File: src/verilog/pss_pkg.sv
// shared constants and types of the synthesizer serial control block
package pss_pkg;
    localparam int SHIFT_W = 18;
    localparam int REF_W = 14;
    localparam int FB_W = 17;
    localparam int DIV_W = 10;
    localparam int SWL_W = 5;
    localparam int PRE_W = 6;
    // shift register layout
    localparam int SEL_BIT = 0;
    localparam int REF_SH_HI = 14;
    localparam int FB_SH_HI = 17;
    // reference register fields
    localparam int REF_TEST = 13;
    localparam int REF_SPARE = 12;
    localparam int REF_POL = 11;
    localparam int REF_FLOAT = 10;
    localparam int REF_DIV_LO = 0;
    // feedback register fields
    localparam int FB_MAIN_LO = 7;
    localparam int FB_SWL_LO = 2;
    localparam int FB_CLEAR = 1;
    localparam int FB_SLEEP = 0;
    // prescaler moduli
    localparam logic [PRE_W-1:0] MOD_LOW = 6'h20;
    localparam logic [PRE_W-1:0] MOD_HIGH = 6'h21;
    // reset values
    localparam logic [REF_W-1:0] REF_RESET = 14'h0002;
    localparam logic [FB_W-1:0] FB_RESET = 17'h0_0180;
    typedef enum logic [1:0] {PWR_ON, PWR_WAIT, PWR_DOWN} pss_pwr_t;
endpackage

File: src/verilog/pss_top.sv
// serial programming and divider/detector control of the synthesizer
//
// How it works
// - data bit captured into 18-bit shift register on serial clock rise
// - word arrives most significant bit first; first bit ends as bit 17
// - bit 0 selects: 0 feedback register, 1 reference register
// - load strobe rise copies word into the selected register
// - shift register holds 17-bit payload over bits 17..1, select bit 0
// - reference word: test 14, spare 13, polarity 12, float 11, divide 10..1
// - reference divider is 10-bit, divides by 1 to 1023, and by 1024 for a zero divide
// - reference divider output compared with feedback divider output
// - feedback divider: 5-bit swallow plus 10-bit main counter
// - prescaler divides by 32 or 33 under swallow control
// - feedback word: main 17..8, swallow 7..3, control pair 2..1
// - divide by 33 swallow times, by 32 for the rest of main
// - polarity picks pump direction for a lagging feedback
// - polarity 1 positive, 0 negative; float 1 releases the pump outside test mode
// - polarity, float and test bits steer pump direction, pump release and test routing
// - test mode drives pump with reference or feedback divider output
// - outside test mode, pump drives up or down only while phases differ, else floats
// - power gate low powers down at once and floats the pump
// - sleep bit disables dividers and floats pump and detector
// - counter clear resets both dividers, restart aligned
// - serial loading keeps working in every power-down mode
`timescale 1ns/10ps
module pss_top (
    input wire logic sys_clk_i,
    input wire logic srst_i,
    input wire logic ser_clk_i,
    input wire logic ser_data_i,
    input wire logic load_strobe_i,
    input wire logic power_gate_i,
    input wire logic ref_clock_in_i,
    input wire logic rf_in_i,
    output logic cp_drive_o,
    output logic cp_oe_o,
    output logic powered_down_o
);
    ////////////////////////////////////////////////////////////////////////
    logic [5:0] pin_s;
    logic [5:0] pin_d_r;
    logic ser_rise;
    logic load_rise;
    logic ce_s;
    logic ref_edge;
    logic rf_edge;

    pss_sync #(.W(6)) u_sync (
        .sys_clk_i(sys_clk_i),
        .srst_i(srst_i),
        .d_i({rf_in_i, ref_clock_in_i, power_gate_i, load_strobe_i, ser_data_i, ser_clk_i}),
        .q_o(pin_s)
    );

    always_ff @(posedge sys_clk_i) begin
        if (srst_i) begin
            pin_d_r <= '0;
        end else begin
            pin_d_r <= pin_s;
        end
    end

    assign ser_rise = pin_s[0] && !pin_d_r[0];
    assign load_rise = pin_s[2] && !pin_d_r[2];
    assign ce_s = pin_s[3];
    assign ref_edge = pin_s[4] && !pin_d_r[4];
    assign rf_edge = pin_s[5] && !pin_d_r[5];

    ////////////////////////////////////////////////////////////////////////
    logic [pss_pkg::SHIFT_W-1:0] shift_r;
    logic [pss_pkg::REF_W-1:0] ref_cfg_r;
    logic [pss_pkg::FB_W-1:0] fb_cfg_r;

    // shift in, msb first
    // power state is not looked at, so loading goes on while asleep
    always_ff @(posedge sys_clk_i) begin
        if (srst_i) begin
            shift_r <= '0;
        end else if (ser_rise) begin
            shift_r <= {shift_r[pss_pkg::SHIFT_W-2:0], pin_s[1]};
        end
    end

    always_ff @(posedge sys_clk_i) begin
        if (srst_i) begin
            ref_cfg_r <= pss_pkg::REF_RESET;
            fb_cfg_r <= pss_pkg::FB_RESET;
        end else if (load_rise) begin
            if (shift_r[pss_pkg::SEL_BIT]) begin
                ref_cfg_r <= shift_r[pss_pkg::REF_SH_HI:1];
            end else begin
                fb_cfg_r <= shift_r[pss_pkg::FB_SH_HI:1];
            end
        end
    end

    logic test_mode;
    logic pol;
    logic pump_float;
    logic [pss_pkg::DIV_W-1:0] ref_div;
    logic [pss_pkg::DIV_W-1:0] main_count;
    logic [pss_pkg::SWL_W-1:0] swallow_count;
    logic clear_bit;
    logic sleep_bit;

    assign test_mode = ref_cfg_r[pss_pkg::REF_TEST];
    assign pol = ref_cfg_r[pss_pkg::REF_POL];
    assign pump_float = ref_cfg_r[pss_pkg::REF_FLOAT];
    assign ref_div = ref_cfg_r[pss_pkg::REF_DIV_LO +: pss_pkg::DIV_W];
    assign main_count = fb_cfg_r[pss_pkg::FB_MAIN_LO +: pss_pkg::DIV_W];
    assign swallow_count = fb_cfg_r[pss_pkg::FB_SWL_LO +: pss_pkg::SWL_W];
    assign clear_bit = fb_cfg_r[pss_pkg::FB_CLEAR];
    assign sleep_bit = fb_cfg_r[pss_pkg::FB_SLEEP];

    ////////////////////////////////////////////////////////////////////////
    pss_pkg::pss_pwr_t pwr_r;
    logic ref_f_r;
    logic fb_f_r;
    logic async_down;
    logic cnt_clr;

    assign async_down = !ce_s || (sleep_bit && clear_bit);

    // power sequencing; sync mode waits for pump idle
    always_ff @(posedge sys_clk_i) begin
        if (srst_i) begin
            pwr_r <= pss_pkg::PWR_ON;
        end else begin
            case (pwr_r)
                pss_pkg::PWR_ON: begin
                    if (async_down) begin
                        pwr_r <= pss_pkg::PWR_DOWN;
                    end else if (sleep_bit) begin
                        pwr_r <= pss_pkg::PWR_WAIT;
                    end
                end
                pss_pkg::PWR_WAIT: begin
                    if (async_down || (!ref_f_r && !fb_f_r)) begin
                        pwr_r <= pss_pkg::PWR_DOWN;
                    end else if (!sleep_bit) begin
                        pwr_r <= pss_pkg::PWR_ON;
                    end
                end
                pss_pkg::PWR_DOWN: begin
                    if (ce_s && !sleep_bit) begin
                        pwr_r <= pss_pkg::PWR_ON;
                    end
                end
                default: pwr_r <= pss_pkg::PWR_DOWN;
            endcase
        end
    end

    // every divider cleared together, so both restart aligned
    assign cnt_clr = clear_bit || pwr_r == pss_pkg::PWR_DOWN || async_down;

    ////////////////////////////////////////////////////////////////////////
    logic ref_p;
    logic pre_p;
    logic fb_p;
    logic [pss_pkg::SWL_W-1:0] swl_left_r;
    logic [pss_pkg::PRE_W-1:0] modulus;

    pss_div #(.W(pss_pkg::DIV_W)) u_ref_div (
        .sys_clk_i(sys_clk_i),
        .srst_i(srst_i),
        .clr_i(cnt_clr),
        .step_i(ref_edge),
        .limit_i(ref_div),
        .wrap_o(ref_p)
    );

    assign modulus = (swl_left_r != '0) ? pss_pkg::MOD_HIGH : pss_pkg::MOD_LOW;

    pss_div #(.W(pss_pkg::PRE_W)) u_pre (
        .sys_clk_i(sys_clk_i),
        .srst_i(srst_i),
        .clr_i(cnt_clr),
        .step_i(rf_edge),
        .limit_i(modulus),
        .wrap_o(pre_p)
    );

    pss_div #(.W(pss_pkg::DIV_W)) u_main (
        .sys_clk_i(sys_clk_i),
        .srst_i(srst_i),
        .clr_i(cnt_clr),
        .step_i(pre_p),
        .limit_i(main_count),
        .wrap_o(fb_p)
    );

    // swallow count of by-33 cycles, reloaded each feedback period
    always_ff @(posedge sys_clk_i) begin
        if (srst_i || cnt_clr || fb_p) begin
            swl_left_r <= swallow_count;
        end else if (pre_p && swl_left_r != '0) begin
            swl_left_r <= swl_left_r - 1'b1;
        end
    end

    ////////////////////////////////////////////////////////////////////////
    logic ref_sq_r;
    logic fb_sq_r;

    // divider outputs as square waves for test routing
    always_ff @(posedge sys_clk_i) begin
        if (srst_i || cnt_clr) begin
            ref_sq_r <= 1'b0;
            fb_sq_r <= 1'b0;
        end else begin
            ref_sq_r <= ref_sq_r ^ ref_p;
            fb_sq_r <= fb_sq_r ^ fb_p;
        end
    end

    // phase/frequency detector; coincidence resets both flags
    always_ff @(posedge sys_clk_i) begin
        if (srst_i || cnt_clr) begin
            ref_f_r <= 1'b0;
            fb_f_r <= 1'b0;
        end else if ((ref_p || ref_f_r) && (fb_p || fb_f_r)) begin
            ref_f_r <= 1'b0;
            fb_f_r <= 1'b0;
        end else begin
            ref_f_r <= ref_f_r || ref_p;
            fb_f_r <= fb_f_r || fb_p;
        end
    end

    // pump output; gate pin acts without waiting for the state machine
    always_ff @(posedge sys_clk_i) begin
        if (srst_i) begin
            cp_drive_o <= 1'b0;
            cp_oe_o <= 1'b0;
        end else if (!ce_s || pwr_r == pss_pkg::PWR_DOWN) begin
            cp_drive_o <= 1'b0;
            cp_oe_o <= 1'b0;
        end else if (test_mode) begin
            cp_drive_o <= pol ? fb_sq_r : ref_sq_r;
            cp_oe_o <= 1'b1;
        end else if (pump_float) begin
            cp_drive_o <= 1'b0;
            cp_oe_o <= 1'b0;
        end else begin
            cp_drive_o <= ref_f_r ? pol : !pol;
            cp_oe_o <= ref_f_r ^ fb_f_r;
        end
    end

    always_ff @(posedge sys_clk_i) begin
        if (srst_i) begin
            powered_down_o <= 1'b0;
        end else begin
            powered_down_o <= !ce_s || pwr_r == pss_pkg::PWR_DOWN;
        end
    end

    ////////////////////////////////////////////////////////////////////////
    logic [pss_pkg::DIV_W-1:0] ref_seen_r;

    always_ff @(posedge sys_clk_i) begin
        if (srst_i || cnt_clr || ref_p) begin
            ref_seen_r <= '0;
        end else if (ref_edge) begin
            ref_seen_r <= ref_seen_r + 1'b1;
        end
    end
endmodule

File: src/verilog/pss_sync.sv
// two-flop synchroniser for a group of outside levels
`timescale 1ns/10ps
module pss_sync #(
    parameter int W = 1
) (
    input wire logic sys_clk_i,
    input wire logic srst_i,
    input wire logic [W-1:0] d_i,
    output logic [W-1:0] q_o
);
    logic [W-1:0] meta_r;

    always_ff @(posedge sys_clk_i) begin
        if (srst_i) begin
            meta_r <= '0;
            q_o <= '0;
        end else begin
            meta_r <= d_i;
            q_o <= meta_r;
        end
    end
endmodule

File: src/verilog/pss_div.sv
// programmable divide-by-limit counter with registered wrap pulse
`timescale 1ns/10ps
module pss_div #(
    parameter int W = 10
) (
    input wire logic sys_clk_i,
    input wire logic srst_i,
    input wire logic clr_i,
    input wire logic step_i,
    input wire logic [W-1:0] limit_i,
    output logic wrap_o
);
    logic [W-1:0] cnt_r;
    logic [W-1:0] last;

    assign last = W'(limit_i - 1'b1);

    always_ff @(posedge sys_clk_i) begin
        if (srst_i || clr_i) begin
            cnt_r <= '0;
            wrap_o <= 1'b0;
        end else if (step_i && cnt_r == last) begin
            cnt_r <= '0;
            wrap_o <= 1'b1;
        end else begin
            cnt_r <= step_i ? W'(cnt_r + 1'b1) : cnt_r;
            wrap_o <= 1'b0;
        end
    end
endmodule

File: config.mk
export PLATFORM = sky130hd
export DESIGN_NAME = pss_top
export DESIGN_NICKNAME = d
export VERILOG_FILES = /design/src/verilog/pss_pkg.sv /design/src/verilog/pss_top.sv /design/src/verilog/pss_sync.sv /design/src/verilog/pss_div.sv
export SDC_FILE = /design/constraint.sdc
export NUM_CORES = 1
export LEC_CHECK = 0
export BUFFER_PORTS_ARGS = -buffer_cell sky130_fd_sc_hd__buf_4
export CAP_MARGIN = 10
export CORE_MARGIN = 2
export CORE_UTILIZATION = 35
export CTS_CLUSTER_SIZE = 30
export DETAILED_ROUTE_END_ITERATION = 10
export PLACE_DENSITY = 0.48
export SLEW_MARGIN = 20
export SYNTH_ARGS = -nofsm -noshare
export SYNTH_HDL_FRONTEND = slang
export SYNTH_SLANG_ARGS = --single-unit
export TNS_END_PERCENT = 10
File: constraint.sdc
create_clock -name sys_clk_i -period 3.3 [get_ports sys_clk_i]
set_clock_uncertainty 0.2 [all_clocks]
set_input_delay 0.495 -clock sys_clk_i [delete_from_list [all_inputs] [get_ports sys_clk_i]]
set_output_delay 0.495 -clock sys_clk_i [all_outputs]
set_load 0.1 [all_outputs]
== Yosys cells after proc, flatten, opt, wreduce, memory -nomap -nowiden ==
Index checks and enable logic that the tools add are counted.
Operators by class
  divide/modulo/power cells: 0
  add/sub/neg operators: 7
  equal/unequal tests: 8
  $mul: 0
  bitwise logic cells: 4
  $lt $le $gt $ge: 0
  shifts and indexed selects: 0
  reductions and logical operators: 41
  multiplexer cells: 18
Operator list (count)
  10-bit by 1-bit adder with 10-bit output, second input constant: 2
  10-bit == test: 2
  10-bit by 1-bit subtractor with 10-bit output, second input constant: 2
  1-bit logical AND: 12
  1-bit 2-to-1 mux: 10
  2-bit 2-to-1 mux: 5
  5-bit 2-to-1 mux: 2
  2-bit OR reduction: 5
  1-bit logical NOT: 9
  1-bit logical OR: 9
  6-bit by 1-bit adder with 6-bit output, second input constant: 1
  6-bit == test: 1
  3-bit inequality test, second input constant: 2
  2-bit one-hot mux with 3 select lines: 1
  6-bit by 1-bit subtractor with 6-bit output, second input constant: 1
  5-bit nonzero test: 1
  5-bit by 1-bit subtractor with 5-bit output, second input constant: 1
  2-bit AND reduction: 2
  3-bit AND reduction: 1
  1-bit bitwise XOR: 3
  2-bit by 1-bit == test with 1-bit output, second input constant: 1
  2-bit == test, second input constant: 1
  2-bit logical NOT: 1
  2-bit inequality test, second input constant: 1
  other kinds (2): 2
Storage, ports and cells
  word-level logic and storage cells: 99
  memories kept: 0
  bits of input ports: 8
  ROM bits: 0
  output and inout bits: 3
  bits in registers: 110
  RAM bits: 0
  latch bits: 0

== Depth between registers and ports, before layout ==
Gate-level depths: netlist of the first run.
  word-level depth: 6
  mapped depth: 8

== Cells and area by module ==
Synthesis of the first run repeated with hierarchy kept, for this count alone.
Unflattened totals
  cells, all modules: 559
  area total of the unflattened synthesis: 5107.4 um2
By module, submodules not included
  pss_top: instances 1, area an instance 2467.4 um2, cells an instance 287
  pss_div at u_main ...: instances 2, area an instance 904.6 um2, cells an instance 99
  pss_div at u_pre: instances 1, area an instance 464.2 um2, cells an instance 49
  pss_sync: instances 1, area an instance 366.6 um2, cells an instance 25

== Worst setup path after synthesis of the first run ==
No wires, ideal clock.
  path kind: register to register
  start: register ref_cfg_r[2] in the netlist's numbering
  end: register u_ref_div.cnt_r[4]
  arrival: 2.083 ns
  period minus slack after synthesis: 2.420 ns
  stages on the path, launching flop included: 7
  data required time: 2.963 ns
  slack: 0.880 ns
  path buffers: 1
  cells stage by stage: dfxtp_1 or3_4 o21a_1 or4_4 a2111oi_2 buf_6 a211oi_1
On the way
  longest elaborated chain between the ends: 4
RTL lines
  from (decl): line pss_top.sv:71  | logic [pss_pkg::REF_W-1:0] ref_cfg_r;
  from (signal assigned): line pss_top.sv:86  | ref_cfg_r <= pss_pkg::REF_RESET;
  from (signal assigned): line pss_top.sv:90  | ref_cfg_r <= shift_r[pss_pkg::REF_SH_HI:1];
  10-bit by 1-bit subtractor with 10-bit output: line pss_div.sv:16  | assign last = W'(limit_i - 1'b1);
  10-bit == test: line pss_div.sv:22  | end else if (step_i && cnt_r == last) begin
  1-bit logical AND: line pss_div.sv:22
  2-bit OR reduction (no line)
  to (signal assigned): line pss_div.sv:26  | cnt_r <= step_i ? W'(cnt_r + 1'b1) : cnt_r;
  to (decl): line pss_div.sv:13  | logic [W-1:0] cnt_r;
Every way passes these cells.
A chain may end at the register's enable or synchronous reset.

== Worst setup path in the final report of the first run ==
  start: register ref_cfg_r[2] in the netlist's numbering
  end: register u_ref_div.cnt_r[2]
The elaborated chain is that of the path after synthesis.

==> metrics.yaml, run 1 <==
logic_synthesis:
  avgSynthCellArea_um2: 8.54
  synthTopCellsByArea: "dfxtp_1, nand2_1, xnor2_1, a21oi_1, xor2_1"
  yosysTopAreaCell: "dfxtp_1"
  ys_ff_latch: 107
  synth_edf_count: 5
  synth.top_cells.by_count: "nand2_1, dfxtp_1, a21oi_1, xnor2_1, clkbuf_1"
  ys.flop_type: "dfxtp_1"
  async_flop_share_pct: 0
  synth.most_common_cell: "nand2_1"
  seq_area_frac_synth_pct: 45.7
  syn-cell-area_um2: 4800
  synth_nets: 578
  synth_top_area_share_pct: 42.6
  syn_inst: 562
  yosysWarningCount: 0
  yosysUniqueCellTypes: 56
global_route:
  grt_first_pass_wirelength_mm: 16.7
  grt_pass1_vias: 3406
  antenna_found_initial: 0
  overflow: 0
  grt_max_degree: 72
  gr-usage-all-layers_pct: 14.4
power:
  leakage_nw: 1.83
  peakVddDrop_v: 0.000240
  cellPowerDensity_nw_per_um2: 455
final_layout:
  multi_input_area_um2: 2420
  fill_cells: 1381
  antennaDiodeCount: 0
  regArea_um2: 2190
  area_delta_synth_final_pct: 9.99
  finalNetCount: 570
  drive_above_1_share_pct: 8.94
critical_path:
  crit_required_ns: 3.30
  cp-end-kind: "flop"
  r2r_slack_ns: 0.77
  r2r_end: "u_ref_div.cnt_r[2]"
  setup.worst_path.start_class: "flop"
  critPathKind: "reg -> reg"
  path_max_fanout: 11
  r2r-start: "ref_cfg_r[2]"
  rr_worst_depth: 6
  crit_arrival_ns: 2.53
sta:
  rsz0062_at_grt: "false"
  finalCritPeriodShare_pct: 76.7
  timing.fmax_mhz: 395
  hold_violations: 0
  setup_viol: 0
  tightest_slew_ns: 0.772
  finalWorstPathRequiredPeriod_ns: 2.53
  slew_headroom_pct: 48.2
  fin_tns_setup_ns: 0
  whs_ns: 0.151
  slew_viol_final: 0
clocking:
  cts_setup_buffers: 0
  cts_tree: "yes"
  insertion_delay_ns: 0.35
  numClockSinks: 107
  clkSlewWorstSetupHoldPaths_ns: 0.07
  cts_hold_buf: 0
  cts_buffers: 9
  cts_max_level: 3
  cts-root-buf: "clkbuf_16"
  cts_resized: 0
  clock_path_buffers: 2
drt:
  wirelength_mm: 10.1
  wl_per_cell_um: 13.7
  drt_iter0_markers: 215
  num_vias: 3692
  ant_nets: 0
  drcViolationCount: 0
  avgViaCountPerCell: 5.02
  first_pass_iters: 5
floorplan:
  initial_core_util_pct: 36.1
  coreArea_um2: 13300
  die_h_um: 121
  rows: 42
  die_area_um2: 14700
  num_io_pins: 11
  die_x_um: 121
flow_run:
  drv_cap: 0
min_path:
  hold_path.class: "in -> reg"
  hold_end: "u_sync.meta_r[0]"
  min_from: "ser_clk_i"
  whs_path_depth: 2
placement:
  io_buffers: 10
  hpwl_mm: 6.83
  place_congestion: 0.778
run_status:
  outcome: "complete, no violations"
[state kept, by name (all words and copies together) (netlist names), 2 cells and up]
| name | count |
|---|---|
| u_main.cnt_r | 10 |
| u_ref_div.cnt_r | 10 |
| u_sync.q_o | 6 |
| fb_cfg_r | 17 |
| swl_left_r | 5 |
| u_pre.cnt_r | 6 |
| pin_d_r | 4 |
| ref_cfg_r | 13 |
| shift_r | 18 |
| pwr_r | 2 |
| u_sync.meta_r | 6 |
[kinds of logic after synthesis]
family	after synthesis	share of synthesized area (%)
compound gates	103	13.3
xor+xnor	54	9.86
mux	5	1.10
simple gates	237	23.9
buf+inv	48	4.09
fa+ha+maj	8	2.09
flops	107	45.7
[cells in the final DEF, fill, tap and decap left out, types with 7 or more instances in the layout]
cell	instances
nand4_1	11
xor2_1	22
a211oi_1	8
o21ai_0	12
ha_1	8
a21oi_1	51
nor3_1	11
dfxtp_1	102
nor2_1	23
xnor2_1	32
inv_1	11
clkbuf_16	9
a31oi_1	10
nor4_1	8
nand3_1	7
nand2_1	123
nor2b_1	21
buf_4	18
[through the flow]
| stage | util (%) | cells | instance area, um^2 | setup slack, ns | power, mW |
|---|---|---|---|---|---|
| finish | 39.7 | 735 | 5280 | 0.770 | 2.40 |
| global route | 39.7 | 735 | 5280 | 0.655 | 2.50 |
| CTS | 39.7 | 735 | 5280 | 0.761 | 2.44 |
| detailed placement | 37.7 | 719 | 5010 | 0.765 | 1.43 |
| global placement | 37.7 | 719 | 5010 | 0.697 | 1.43 |
| floorplan | - | 562 | 4800 | 0.880 | 1.41 |
[routing by layer]
| layer | vias up | share of wire (%) | track usage [%] |
|---|---|---|---|
| met5 | - | 0 | 0 |
| met4 | 0 | 1.8 | 6.90 |
| met3 | 12 | 2.5 | 2.44 |
| met2 | 36 | 45 | 22.4 |
| met1 | 1737 | 51 | 19.2 |
| li1 | 1907 | - | - |
[critical path, cell delays in order (launching register included)]
cell       delay [ns]
dfxtp_1          0.36
or3_4            0.43
o21a_1           0.20
or4_4            0.51
a2111oi_2        0.35
buf_4            0.25
a211oi_1         0.09
[how the worst max path moves through the flow]
stage / startpoint / endpoint / slack (ns) / cells after the start
2_1_floorplan: ref_cfg_r[2] / u_ref_div.cnt_r[4] / 0.88 / 6
3_3_place_gp: fb_cfg_r[7] / u_main.wrap_o / 0.70 / 7
3_5_place_dp: ref_cfg_r[2] / u_ref_div.cnt_r[2] / 0.76 / 6
4_1_cts: ref_cfg_r[2] / u_ref_div.cnt_r[2] / 0.76 / 6
5_1_grt: fb_cfg_r[7] / u_main.wrap_o / 0.65 / 8
6_report: ref_cfg_r[2] / u_ref_div.cnt_r[2] / 0.77 / 6
[where the power goes]
group | total, mW | internal (mW) | switching (mW)
combinational | 0.0815 | 0.0284 | 0.0531
sequential | 1.32 | 1.31 | 0.00738
clock | 1.00 | 0.510 | 0.490
total | 2.40 | 1.85 | 0.551
[area by class of cell]
type,count,share of cell area (%)
tap,176,4.17
clock inverter,7,0.806
inverter,11,0.782
sequential,107,41.5
clock buffer,9,4.27
multi-input combinational,407,45.9
timing repair buffer,18,2.56
Power figures use the tool's default switching activity.
==> run 2: changes to the inputs <==
==> constraint.sdc (replaced) <==
create_clock -name sys_clk_i -period 2.45 [get_ports sys_clk_i]
set_clock_uncertainty 0.2 [all_clocks]
set_input_delay 0.3675 -clock sys_clk_i [delete_from_list [all_inputs] [get_ports sys_clk_i]]
set_output_delay 0.3675 -clock sys_clk_i [all_outputs]
set_load 0.1 [all_outputs]
==> metrics.yaml, run 2 (synthesis gave the netlist of run 1 again) <==
critical_path:
  r2r_slack_ns: 0.07
  critPathKind: "reg -> reg"
  crit_arrival_ns: 2.39
  crit_chain: "or3_4, o21a_1, or4_4, a2111oi_4, buf_4, a211oi_1"
  setup.worst_path.start_class: "flop"
  cp.buffers_inverters: 1
  crit_required_ns: 2.46
  cp_slowest_cell: "or4_4"
  path_max_fanout: 5
  critPathTopFamily: "simple AND/OR/NAND/NOR gates"
  critPathMaxStageDelay_ns: 0.49
  cp-end-kind: "flop"
final_layout:
  largest_register_ffs: 18
  area_delta_synth_final_pct: 13.2
  final_util_pct: 40.9
  fill_cells: 1330
  final_common_cell: "nand2_1"
  stdcell_count: 745
  antennaDiodeCount: 0
  top_register: "shift_r"
  finalNetCount: 580
  top_regs: "shift_r (18), fb_cfg_r (17), ref_cfg_r (13)"
  drive_above_1_share_pct: 10.9
  layout_common_cells: "nand2_1, dfxtp_1, a21oi_1, xnor2_1, buf_4"
  design_area_um2: 5430
clocking:
  cts-root-buf: "clkbuf_16"
  cts_hold_buf: 0
  clkSlewWorstSetupHoldPaths_ns: 0.07
  cts_max_level: 3
  clock_path_buffers: 2
  cts_buffers: 9
  insertion_delay_ns: 0.35
  numClockSinks: 107
  cts_tree: "yes"
global_route:
  gr-usage-all-layers_pct: 15.1
  grt_first_pass_wirelength_mm: 17.5
  antenna_found_initial: 0
  grt_pass1_vias: 3554
  grt_max_degree: 70
  overflow: 0
placement:
  hpwl_mm: 6.92
  place_congestion: 0.762
  io_buffers: 10
  dpl_cell_area_um2: 5090
  dpl.cell_count: 728
sta:
  fin_tns_setup_ns: 0
  tightest_slew_ns: 0.709
  rsz0062_at_grt: "false"
  slew_viol_final: 0
  slew_headroom_pct: 52.8
  whs_ns: 0.0223
  finalCritPeriodShare_pct: 97.0
  hold_violations: 0
  timing.fmax_mhz: 421
  finalWorstPathRequiredPeriod_ns: 2.38
  setup_viol: 0
drt:
  avgViaCountPerCell: 4.97
  ant_nets: 0
  drcViolationCount: 0
  num_vias: 3706
  wl_per_cell_um: 13.7
  drt_iter0_markers: 208
  first_pass_iters: 4
  wirelength_mm: 10.2
run_status:
  outcome: "complete, no violations"
floorplan:
  rows: 42
  die_area_um2: 14700
  num_io_pins: 11
  die_h_um: 121
  initial_core_util_pct: 36.1
  die_x_um: 121
  coreArea_um2: 13300
flow_run:
  drv_cap: 0
power:
  peakVddDrop_v: 0.000321
  leakage_nw: 1.92
  cellPowerDensity_nw_per_um2: 627
min_path:
  hold_path.class: "in -> reg"
-- run 2: metal layers --
layer	vias up	track usage, %	part of all wire [%]
li1	1926	-	-
met1	1718	19.7	50
met2	49	23.5	45
met3	13	5.26	3.4
met4	0	4.43	1.6
met5	-	0	0
-- run 2: worst register-to-register path, stage by stage, from the launching register on --
cell and delay [ns]:
dfxtp_2 0.32, or3_4 0.38, o21a_1 0.21, or4_4 0.49, a2111oi_4 0.36, buf_4 0.21, a211oi_1 0.07
-- run 2: final timing paths --
| path | start | to | depth (start not counted) |
|---|---|---|---|
| hold / removal | ser_data_i | u_sync.meta_r[1] | 2 |
| setup reg to reg | ref_cfg_r[2] | u_ref_div.cnt_r[0] | 6 |
| hold reg to reg | u_sync.meta_r[4] | u_sync.q_o[4] | 1 |
| setup / recovery | ref_cfg_r[2] | u_ref_div.cnt_r[0] | 6 |
-- run 2: cell type report --
type / count / area [um^2] / area share [%]
Multi-Input combinational cell: 407 / 2440 / 44.9
Tap cell: 176 / 220 / 4.05
Timing Repair Buffer: 28 / 226 / 4.17
Clock buffer: 11 / 253 / 4.65
Inverter: 11 / 41.3 / 0.760
Sequential cell: 107 / 2190 / 40.4
Clock inverter: 5 / 61.3 / 1.13
-- run 2: report_power, final --
group,switching [mW],total [mW],internal [mW]
clock network,0.660,1.51,0.852
registers,0.00960,1.78,1.77
logic,0.0719,0.112,0.0398
total,0.742,3.40,2.66
-- run 2: per-stage QoR --
| step | power [mW] | worst slack (ns) |
|---|---|---|
| floorplan | 1.90 | 0.0298 |
| global placement | 1.93 | 0.0496 |
| detailed placement | 1.93 | 0.0328 |
| CTS | 3.46 | 0.00889 |
| global route | 3.55 | 0.000261 |
| finish | 3.40 | 0.0733 |
-- run 2: timing repair --
action,4_1_cts,5_1_grt
setup endpoints to repair,1,17
buffers inserted,0,0
pin swaps,0,3
gates cloned,0,1
gates resized for setup,1,5
